==> src/design/sbw_pkg.sv <==
// shared constants and types for the single bit two-wire bus interface
package sbw_pkg;

    // ==================================================================
    // register map
    localparam logic [7:0] ADDR_CTRL = 8'hd8;
    localparam logic [7:0] ADDR_DATA = 8'hd9;
    localparam logic [7:0] ADDR_CFG = 8'hdc;
    localparam logic [7:0] CTRL_RESET = 8'h81;
    localparam logic [7:0] CFG_RESET = 8'h00;

    // ==================================================================
    // bus_control_status bit positions (read meaning / write meaning)
    localparam int B_RBIT = 7;   // received_bit / clear_transmit_active
    localparam int B_ATN = 6;    // attention_flag / slave idle
    localparam int B_BIT_READY_FLAG = 5;   // bit_ready_flag / clear_bit_ready
    localparam int B_ARL = 4;    // arbitration_lost_flag / clear
    localparam int B_STR = 3;    // start_seen_flag / clear
    localparam int B_STP = 2;    // stop_seen_flag / clear
    localparam int B_MST = 1;    // master / send_repeated_start
    localparam int B_SEND_STOP = 0;   // undefined / send_stop

    // ==================================================================
    // bus_configuration bit positions
    localparam int C_PRE_LO = 0;   // timer_prescale_low
    localparam int C_PRE_HI = 1;   // timer_prescale_high
    localparam int C_BIE = 5;      // bus_interrupt_enable
    localparam int C_MRQ = 6;      // master_request
    localparam int C_EN = 7;       // interface enable

    // ==================================================================
    // bus timer
    localparam int TMR_W = 10;
    localparam logic [2:0] SPAN_END = 3'h7;
    localparam logic [9:0] TMR_MAX = 10'h3ff;
    localparam logic [9:0] TMR_PRE0 = 10'h000;
    localparam logic [9:0] TMR_PRE1 = 10'h001;
    localparam logic [9:0] TMR_PRE2 = 10'h002;
    localparam logic [9:0] TMR_PRE3 = 10'h003;

    // master sequencer states
    typedef enum logic [2:0] {
        M_IDLE,
        M_FREE,
        M_START,
        M_LOW,
        M_HIGH,
        M_RSTART,
        M_STOP
    } sbw_mst_t;

endpackage

==> src/design/sbw_bus_timer.sv <==
// ten bit bus timer: span ticks and clock-change watchdog
`timescale 1ns/100ps
`default_nettype none
module sbw_bus_timer
    import sbw_pkg::*;
(
    input wire logic clk_i,
    input wire logic rst_n_i,
    input wire logic run_i,
    input wire logic restart_i,
    input wire logic [1:0] sel_i,
    output logic span_ok_o,
    output logic carry_o
);

    logic [TMR_W-1:0] cnt_q;
    logic [TMR_W-1:0] pre;

    // ==================================================================
    // preload select, lets slow oscillators shorten the spans
    always_comb begin
        unique case (sel_i)
            2'h0: pre = TMR_PRE0;
            2'h1: pre = TMR_PRE1;
            2'h2: pre = TMR_PRE2;
            2'h3: pre = TMR_PRE3;
        endcase
    end

    // counter holds at preload while stopped, saturates at the top
    always_ff @(posedge clk_i or negedge rst_n_i) begin
        if (!rst_n_i) begin
            cnt_q <= TMR_PRE0;
        end else if (!run_i || restart_i) begin
            cnt_q <= pre;
        end else if (cnt_q != TMR_MAX) begin
            cnt_q <= cnt_q + 10'h001;
        end
    end

    // low three bits time the short spans, all ten the watchdog
    assign span_ok_o = (cnt_q[9:3] != 7'h00) || (cnt_q[2:0] == SPAN_END);
    assign carry_o = run_i && (cnt_q == TMR_MAX);

endmodule
`default_nettype wire

==> src/design/sbw_core.sv <==
// single bit two-wire bus interface: registers, flags, master sequencer
// ==================================================================
// Behaviour
// - low timer bits time six minimum spans
// - master clock low held until minimum met
// - clock low stretched until software responds
// - timer preload picked by two prescale bits
// - timer clears on every clock line edge
// - timer stopped between frames while the master sequencer is idle
// - carry after 1020 to 1023 idle cycles
// - carry resets interface and frees clock
// - interrupt on attention when both enables set
// - bit7 reads received bit, write clears active
// - bit6 reads attention, any flag set
// - bit6 write makes slave ignore bus
// - bit5 bit ready on clock rise, cleared
// - bit4 arbitration lost flag, write clears
// - bit3 start seen flag, write clears
// - bit2 stop seen flag, write clears
// - bit1 reads master, write sends restart
// - bit0 write sends a stop condition
// - data line driven low while active with a zero bit outside free and stop, and in start and restart
// - any pending flag keeps clock stretched
// - master set when requested and bus free
`timescale 1ns/100ps
`default_nettype none
module sbw_core
    import sbw_pkg::*;
(
    input wire logic clk_i,
    input wire logic rst_n_i,
    input wire logic [7:0] reg_addr_i,
    input wire logic [7:0] reg_wdata_i,
    input wire logic reg_we_i,
    input wire logic reg_re_i,
    output logic [7:0] reg_rdata_o,
    input wire logic global_irq_en_i,
    output logic irq_o,
    input wire logic scl_i,
    output logic scl_o,
    output logic scl_oe_n_o,
    input wire logic sda_i,
    output logic sda_o,
    output logic sda_oe_n_o
);

    // ==================================================================
    // declarations
    logic [1:0] pin_s1_q;
    logic [1:0] pin_s2_q;
    logic [1:0] pin_p_q;
    logic scl, sda, scl_rise, scl_edge, start_det, stop_det;
    logic wr_ctl, wr_dat, rd_dat, wr_cfg;
    logic [7:0] cfg_q;
    logic [7:0] rdata_q;
    logic en, mrq;
    logic bit_ready_flag_q, arl_q, str_q, stp_q, attn;
    logic bit_ready_flag_set, arl_set, str_set, stp_set;
    logic rbit_q, xbit_q, txa_q;
    logic busy_q, idle_q, master_q;
    logic rst_pend_q, stop_pend_q;
    sbw_mst_t mst_q;
    sbw_mst_t mst_d;
    logic span_ok, tmr_carry, tmr_run, tmr_restart, soft_rst;
    logic scl_low_d, sda_low_d, scl_oe_n_q, sda_oe_n_q;
    logic stretch_q;

    // ==================================================================
    // pin synchronisers, bit 0 clock line, bit 1 data line
    for (genvar i = 0; i < 2; i++) begin : g_sync
        always_ff @(posedge clk_i or negedge rst_n_i) begin
            if (!rst_n_i) begin
                pin_s1_q[i] <= 1'b1;
                pin_s2_q[i] <= 1'b1;
                pin_p_q[i] <= 1'b1;
            end else begin
                pin_s1_q[i] <= (i == 0) ? scl_i : sda_i;
                pin_s2_q[i] <= pin_s1_q[i];
                pin_p_q[i] <= pin_s2_q[i];
            end
        end
    end

    // edge and condition detect, only past the second stage
    assign scl = pin_s2_q[0];
    assign sda = pin_s2_q[1];
    assign scl_rise = scl && !pin_p_q[0];
    assign scl_edge = scl ^ pin_p_q[0];
    assign start_det = en && scl && pin_p_q[0] && !sda && pin_p_q[1];
    assign stop_det = en && scl && pin_p_q[0] && sda && !pin_p_q[1];

    // ==================================================================
    // register port decode
    assign wr_ctl = reg_we_i && (reg_addr_i == ADDR_CTRL);
    assign wr_dat = reg_we_i && (reg_addr_i == ADDR_DATA);
    assign wr_cfg = reg_we_i && (reg_addr_i == ADDR_CFG);
    assign rd_dat = reg_re_i && (reg_addr_i == ADDR_DATA);
    assign en = cfg_q[C_EN];
    assign mrq = cfg_q[C_MRQ];

    // configuration register, untouched by the watchdog reset
    always_ff @(posedge clk_i or negedge rst_n_i) begin
        if (!rst_n_i) begin
            cfg_q <= CFG_RESET;
        end else if (wr_cfg) begin
            cfg_q <= reg_wdata_i;
        end
    end

    // ==================================================================
    // bus timer: clears on clock edges, runs only inside a frame or while the master sequencer is active
    assign tmr_run = en && (busy_q || mst_q != M_IDLE);
    assign tmr_restart = scl_edge || (mst_d != mst_q);
    assign soft_rst = tmr_carry;

    sbw_bus_timer u_timer (
        .clk_i(clk_i),
        .rst_n_i(rst_n_i),
        .run_i(tmr_run),
        .restart_i(tmr_restart),
        .sel_i(cfg_q[C_PRE_HI:C_PRE_LO]),
        .span_ok_o(span_ok),
        .carry_o(tmr_carry)
    );

    // ==================================================================
    // status flags: a set in the clear cycle wins
    assign bit_ready_flag_set = en && scl_rise && (master_q || (busy_q && !idle_q));
    assign arl_set = en && scl_rise && txa_q && xbit_q && !sda;
    assign str_set = start_det && (master_q || !idle_q);
    assign stp_set = stop_det && (master_q || !idle_q);
    assign attn = bit_ready_flag_q || arl_q || str_q || stp_q;

    always_ff @(posedge clk_i or negedge rst_n_i) begin
        if (!rst_n_i) begin
            bit_ready_flag_q <= 1'b0;
            arl_q <= 1'b0;
            str_q <= 1'b0;
            stp_q <= 1'b0;
        end else if (soft_rst) begin
            bit_ready_flag_q <= 1'b0;
            arl_q <= 1'b0;
            str_q <= 1'b0;
            stp_q <= 1'b0;
        end else begin
            // data register access also acknowledges the bit
            bit_ready_flag_q <= bit_ready_flag_set || (bit_ready_flag_q && !((wr_ctl && reg_wdata_i[B_BIT_READY_FLAG])
                      || wr_dat || rd_dat));
            arl_q <= arl_set || (arl_q && !(wr_ctl && reg_wdata_i[B_ARL]));
            str_q <= str_set || (str_q && !(wr_ctl && reg_wdata_i[B_STR]));
            stp_q <= stp_set || (stp_q && !(wr_ctl && reg_wdata_i[B_STP]));
        end
    end

    // received bit sampled on every clock rise
    always_ff @(posedge clk_i or negedge rst_n_i) begin
        if (!rst_n_i) begin
            rbit_q <= CTRL_RESET[B_RBIT];
        end else if (scl_rise) begin
            rbit_q <= sda;
        end
    end

    // ==================================================================
    // transmit bit and transmit-active state
    always_ff @(posedge clk_i or negedge rst_n_i) begin
        if (!rst_n_i) begin
            xbit_q <= 1'b1;
        end else if (wr_ctl && reg_wdata_i[B_MST]) begin
            xbit_q <= 1'b1;
        end else if (wr_ctl && reg_wdata_i[B_SEND_STOP]) begin
            xbit_q <= 1'b0;
        end else if (wr_dat) begin
            xbit_q <= reg_wdata_i[7];
        end
    end

    // losing arbitration drops the active state outright
    always_ff @(posedge clk_i or negedge rst_n_i) begin
        if (!rst_n_i) begin
            txa_q <= 1'b0;
        end else if (soft_rst || arl_set || arl_q) begin
            txa_q <= 1'b0;
        end else if (wr_dat || (wr_ctl && (reg_wdata_i[B_MST] || reg_wdata_i[B_SEND_STOP]))) begin
            txa_q <= 1'b1;
        end else if ((wr_ctl && reg_wdata_i[B_RBIT]) || rd_dat) begin
            txa_q <= 1'b0;
        end else if (mst_q == M_STOP && mst_d == M_IDLE) begin
            txa_q <= 1'b0; // a finished stop must not leave the data line pulled
        end
    end

    // pending restart and stop requests for the sequencer
    always_ff @(posedge clk_i or negedge rst_n_i) begin
        if (!rst_n_i) begin
            rst_pend_q <= 1'b0;
            stop_pend_q <= 1'b0;
        end else if (soft_rst || !master_q) begin
            rst_pend_q <= 1'b0;
            stop_pend_q <= 1'b0;
        end else begin
            if (wr_ctl && reg_wdata_i[B_MST]) begin
                rst_pend_q <= 1'b1;
            end else if (mst_q == M_RSTART && mst_d == M_LOW) begin
                rst_pend_q <= 1'b0;
            end
            if (wr_ctl && reg_wdata_i[B_SEND_STOP]) begin
                stop_pend_q <= 1'b1;
            end else if (mst_q == M_STOP && mst_d == M_IDLE) begin
                stop_pend_q <= 1'b0;
            end
        end
    end

    // ==================================================================
    // bus busy, slave idle and master indication
    always_ff @(posedge clk_i or negedge rst_n_i) begin
        if (!rst_n_i) begin
            busy_q <= 1'b0;
        end else if (soft_rst || stop_det || !en) begin
            busy_q <= 1'b0;
        end else if (start_det) begin
            busy_q <= 1'b1;
        end
    end

    // idle slave wakes on the next start without raising a flag
    always_ff @(posedge clk_i or negedge rst_n_i) begin
        if (!rst_n_i) begin
            idle_q <= 1'b1;
        end else if (soft_rst) begin
            idle_q <= 1'b1;
        end else if (start_det) begin
            idle_q <= 1'b0;
        end else if (wr_ctl && reg_wdata_i[B_ATN] && !master_q) begin
            idle_q <= 1'b1;
        end
    end

    always_ff @(posedge clk_i or negedge rst_n_i) begin
        if (!rst_n_i) begin
            master_q <= 1'b0;
        end else if (soft_rst || arl_set) begin
            master_q <= 1'b0;
        end else if (mst_q == M_STOP && mst_d == M_IDLE && !mrq) begin
            master_q <= 1'b0;
        end else if (en && mrq && !busy_q) begin
            master_q <= 1'b1;
        end
    end

    // ==================================================================
    // master sequencer: free time, start, clock phases, restart, stop
    always_comb begin
        mst_d = mst_q;
        unique case (mst_q)
            M_IDLE: begin
                if (master_q && !busy_q) begin
                    mst_d = M_FREE;
                end
            end
            M_FREE: begin
                if (busy_q) begin
                    mst_d = M_IDLE;
                end else if (span_ok) begin
                    mst_d = M_START;
                end
            end
            M_START: begin
                if (span_ok) begin
                    mst_d = M_LOW;
                end
            end
            M_LOW: begin
                // early answers still wait out the low span
                if (span_ok && !attn) begin
                    mst_d = M_HIGH;
                end
            end
            M_HIGH: begin
                // a slave may stretch, so wait for the line itself
                if (scl && !scl_edge && span_ok) begin
                    if (rst_pend_q && sda) begin
                        mst_d = M_RSTART;
                    end else if (stop_pend_q) begin
                        mst_d = M_STOP;
                    end else begin
                        mst_d = M_LOW;
                    end
                end
            end
            M_RSTART: begin
                if (span_ok) begin
                    mst_d = M_LOW;
                end
            end
            M_STOP: begin
                if (span_ok) begin
                    mst_d = M_IDLE;
                end
            end
            default: mst_d = M_IDLE;
        endcase
        if (!master_q && mst_q != M_STOP) begin
            mst_d = M_IDLE;
        end
    end

    always_ff @(posedge clk_i or negedge rst_n_i) begin
        if (!rst_n_i) begin
            mst_q <= M_IDLE;
        end else if (soft_rst) begin
            mst_q <= M_IDLE;
        end else begin
            mst_q <= mst_d;
        end
    end

    // ==================================================================
    // slave stretch: hold the low phase once seen while flags pend
    always_ff @(posedge clk_i or negedge rst_n_i) begin
        if (!rst_n_i) begin
            stretch_q <= 1'b0;
        end else if (soft_rst || !attn || master_q || idle_q || !en) begin
            stretch_q <= 1'b0;
        end else if (!scl) begin
            stretch_q <= 1'b1;
        end
    end

    // line drive decisions; both lines only ever pulled low
    assign scl_low_d = (mst_q == M_LOW) || stretch_q;
    assign sda_low_d = en && ((mst_q == M_START) || (mst_q == M_RSTART)
                       || (txa_q && !xbit_q && mst_q != M_STOP && mst_q != M_FREE));

    always_ff @(posedge clk_i or negedge rst_n_i) begin
        if (!rst_n_i) begin
            scl_oe_n_q <= 1'b1;
            sda_oe_n_q <= 1'b1;
        end else if (soft_rst) begin
            scl_oe_n_q <= 1'b1;
            sda_oe_n_q <= 1'b1;
        end else begin
            scl_oe_n_q <= !scl_low_d;
            sda_oe_n_q <= !sda_low_d;
        end
    end

    assign scl_oe_n_o = scl_oe_n_q;
    assign sda_oe_n_o = sda_oe_n_q;
    assign scl_o = 1'b0;
    assign sda_o = 1'b0;

    // ==================================================================
    // read data, one cycle after the strobe; unmapped reads zero
    always_ff @(posedge clk_i or negedge rst_n_i) begin
        if (!rst_n_i) begin
            rdata_q <= 8'h00;
        end else if (!reg_re_i) begin
            rdata_q <= 8'h00;
        end else if (reg_addr_i == ADDR_CTRL) begin
            // undefined bit 0 kept at its reset reading
            rdata_q <= {rbit_q, attn, bit_ready_flag_q, arl_q, str_q, stp_q, master_q,
                        CTRL_RESET[B_SEND_STOP]};
        end else if (reg_addr_i == ADDR_DATA) begin
            rdata_q <= {rbit_q, 7'h00};
        end else if (reg_addr_i == ADDR_CFG) begin
            rdata_q <= cfg_q;
        end else begin
            rdata_q <= 8'h00;
        end
    end

    assign reg_rdata_o = rdata_q;

    // interrupt needs both the global and the bus enable
    assign irq_o = attn && global_irq_en_i && cfg_q[C_BIE];
endmodule
`default_nettype wire

==> config.mk <==
export PLATFORM = sky130hd
export DESIGN_NAME = sbw_core
export DESIGN_NICKNAME = d
export VERILOG_FILES = /design/src/design/sbw_pkg.sv /design/src/design/sbw_bus_timer.sv /design/src/design/sbw_core.sv
export SDC_FILE = /design/constraint.sdc
export NUM_CORES = 1
export LEC_CHECK = 0
export ABC_AREA = 1
export BUFFER_PORTS_ARGS = -buffer_cell sky130_fd_sc_hd__buf_2
export CORE_UTILIZATION = 27
export CTS_CLUSTER_DIAMETER = 150
export DETAILED_ROUTE_END_ITERATION = 10
export PLACE_DENSITY = 0.5
export SLEW_MARGIN = 20
export SYNTH_ARGS = -nofsm -noshare
export SYNTH_HDL_FRONTEND = slang
export SYNTH_SLANG_ARGS = --single-unit
export TNS_END_PERCENT = 20
==> constraint.sdc <==
create_clock -name clk_i -period 2.4 [get_ports clk_i]
set_input_delay 0.48 -clock clk_i [delete_from_list [all_inputs] [get_ports clk_i]]
set_output_delay 0.48 -clock clk_i [all_outputs]
set_load 0.02 [all_outputs]
==> results.ini <==
[synthesis]
syn_avg_cell_area_um2=8.30
synth_adder_area_share_pct=1.84
synth-simple-area-share_pct=30.4
yosys_most_used_dff=dfrtp_1
synth_cell_types=43
syn-instance-count=328
ys_seq_elements=50
synth_warnings=0
async_flop_share_pct=100
synth_top_family_by_area=simple AND/OR/NAND/NOR gates
yosys.area.top_type=dfrtp_1
ys_seq_area_share_pct=46.4
synth_xor_area_share_pct=1.29
synth_edf_count=0
synth_top_area_share_pct=35.8
yosysMostFrequentCell=nand2_1
syn_area_um2=2720
synth_mux_area_share_pct=2.07
synth_compound_area_share_pct=9.23
synth_common_cells=nand2_1, inv_1, dfrtp_1, nand3_1, nor2_1
synth_area_leaders=dfrtp_1, dfstp_2, nand2_1

[pwr]
p_total_w=0.00183
cellLeakagePower_nw=1.55
ir_worst_vdd_mv=0.244
powerDensity_nw_per_um2=584

[die]
start_util_pct=27.9
dieArea_um2=10500
ios=36
coreArea_um2=9770
rows=36
die_w_um=102
dieHeight_um=102

[clock_tree]
cts_tree=yes
clockBufferDepth=2
root_buffer=clkbuf_8
htree_levels=2
clock-sinks=50
cts_hold_buffers=0
numCtsBuffers=5
clk_pin_slew_ps=100
clkLatencyLatePin_ps=300
cts_setup_buffers=0
cts_resized=0

[placed_design]
port_buffers=33
dp_slack_ps=256
routabilityCongestion=0.906
hpwl_mm=4.91

[layout]
post-route-util_pct=32.0
syn2layout_area_growth_pct=14.7
antenna_cells=0
layout.nets=393
nFillCells=1051
final_layout_size_suffix_gt1_share_pct=26.4

[sta]
slew_headroom_pct=55.8
fmax_ghz=0.469
skew_ps=14.8
worst_slack_ps=266
tns_ps=0
min_period_ps=2130
setup_viol=0
tightest_slew_ps=664
rsz0062_at_grt=no
slew_viol_final=0
fin_crit_sh_pct=88.9
hold_viol=0

[drt]
routed.top_layer=met4
via_count=2234
drtIter0Drc=120
antenna_left=0
drt-total-wl_mm=6.39
avgRoutedWirePerCell_um=12.8
first_pass_iters=4
vias_per_cell=4.47
wl_met3_um=250
wl_met2_mm=2.94
wirelength_met1_mm=3.12
drcViolationCount=0

[global_routing]
grt_max_degree=51
grt_pass1_wl_mm=10.8
grt_antenna_before_repair=0
grt_pass1_vias=2251
grt_use_total_pct=13.3
grt_remaining_overflow=0

[critical_path]
worstSetupEndpointType=register
cp.required_ps=2590
critPathLaunchType=register
arrival_ps=2320
cp_max_fo=9
path_class=reg2reg

[status]
status=finished clean

[flow_run]
max_cap_violations=0

[hold_path]
hold_class=in2reg

[registers in the layout, indices dropped and copies added (netlist names), 2 cells and up]
name,count
cfg_q,8
mst_q,3
pin_p_q,2
pin_s1_q,2
reg_rdata_o,8
u_timer.cnt_q,10
[placed cells by master, fill, tap and decap left out, drive strengths merged]
| master | instances |
|---|---|
| dfstp | 11 |
| buf | 35 |
| a31oi | 1 |
| xnor2 | 1 |
| mux2 | 5 |
| o21a | 1 |
| a2111oi | 1 |
| o21bai | 1 |
| clkbuf | 6 |
| nand2 | 70 |
| a211oi | 1 |
| ha | 4 |
| nor4 | 1 |
| nand3 | 33 |
| inv | 54 |
| nand4 | 6 |
| or2 | 1 |
| and3 | 1 |
| nor3 | 6 |
| and2 | 1 |
| clkinv | 1 |
| o211ai | 1 |
| a21oi | 21 |
| conb | 2 |
| xor2 | 3 |
| o21ai | 17 |
| o311ai | 1 |
| dfrtp | 39 |
| nor2 | 42 |
[kinds of logic (layout without fill, tap and decap cells)]
kind of cell / after synthesis / in the layout
compound gates: 45 / 45
mux: 5 / 5
xor+xnor: 4 / 4
other cells: 1 / 2
simple gates: 161 / 161
flops: 50 / 50
buf+inv: 58 / 96
fa+ha+maj: 4 / 4
[layout make-up]
cell class                      instances  area (um^2)  share of cell area, %
Sequential cell                        50         1260                   40.5
Multi-Input combinational cell        221         1230                   39.3
Inverter                               53          199                   6.37
Timing Repair Buffer                   35          180                   5.76
Tap cell                              133          166                   5.32
Clock buffer                            6         72.6                   2.32
Clock inverter                          2         13.8                  0.440
[power breakdown]
part           internal (W)  switching (W)
Sequential         0.000899      0.0000425
Combinational      0.000130       0.000265
Clock              0.000208       0.000281
[final timing paths]
| path | start | depth (start not counted) | slack (ps) | to |
|---|---|---|---|---|
| min | scl_i | 1 | 260 | pin_s1_q[0]$_DFF_PN1_ |
| min reg2reg | pin_s1_q[1]$_DFF_PN1_ | 0 | 360 | sda$_DFF_PN1_ |
| max in group asynchronous | rst_n_i | 2 | 1650 | u_timer.cnt_q[7]$_DFFE_PN0P_ |
| max reg2reg | u_timer.cnt_q[0]$_DFFE_PN0P_ | 14 | 270 | u_timer.cnt_q[0]$_DFFE_PN0P_ |
| max | u_timer.cnt_q[0]$_DFFE_PN0P_ | 14 | 270 | u_timer.cnt_q[0]$_DFFE_PN0P_ |
| min in group asynchronous | rst_n_i | 2 | 280 | mst_q[2]$_DFF_PN0_ |
[metal layers]
layer / global-route usage [%] / up-vias
li1: - / 1116
met1: 18.2 / 1067
met4: 3.30 / 0
met5: 0 / -
met2: 21.7 / 45
met3: 2.46 / 6
[per-stage QoR]
step	area [um^2]	cells	hold slack (ps)
finish	3130	500	264
global route	3130	500	241
CTS	3130	500	249
detailed placement	3040	492	347
global placement	3040	492	347
floorplan	2730	329	184
[worst max-delay path: stages, from the launching register on]
cell and delay, ps:
dfrtp_1 390, ha_1 240, ha_1 220, nor2_2 90, nand2_2 100, o21ai_0 170, nand2_1 90, nand2_1 70
inv_1 40, nand2_1 80, a21oi_1 100, nor2_4 230, nand2_8 110, nand2_2 70, nand2_2 40
Note: power is estimated with default switching activity, not from simulation.
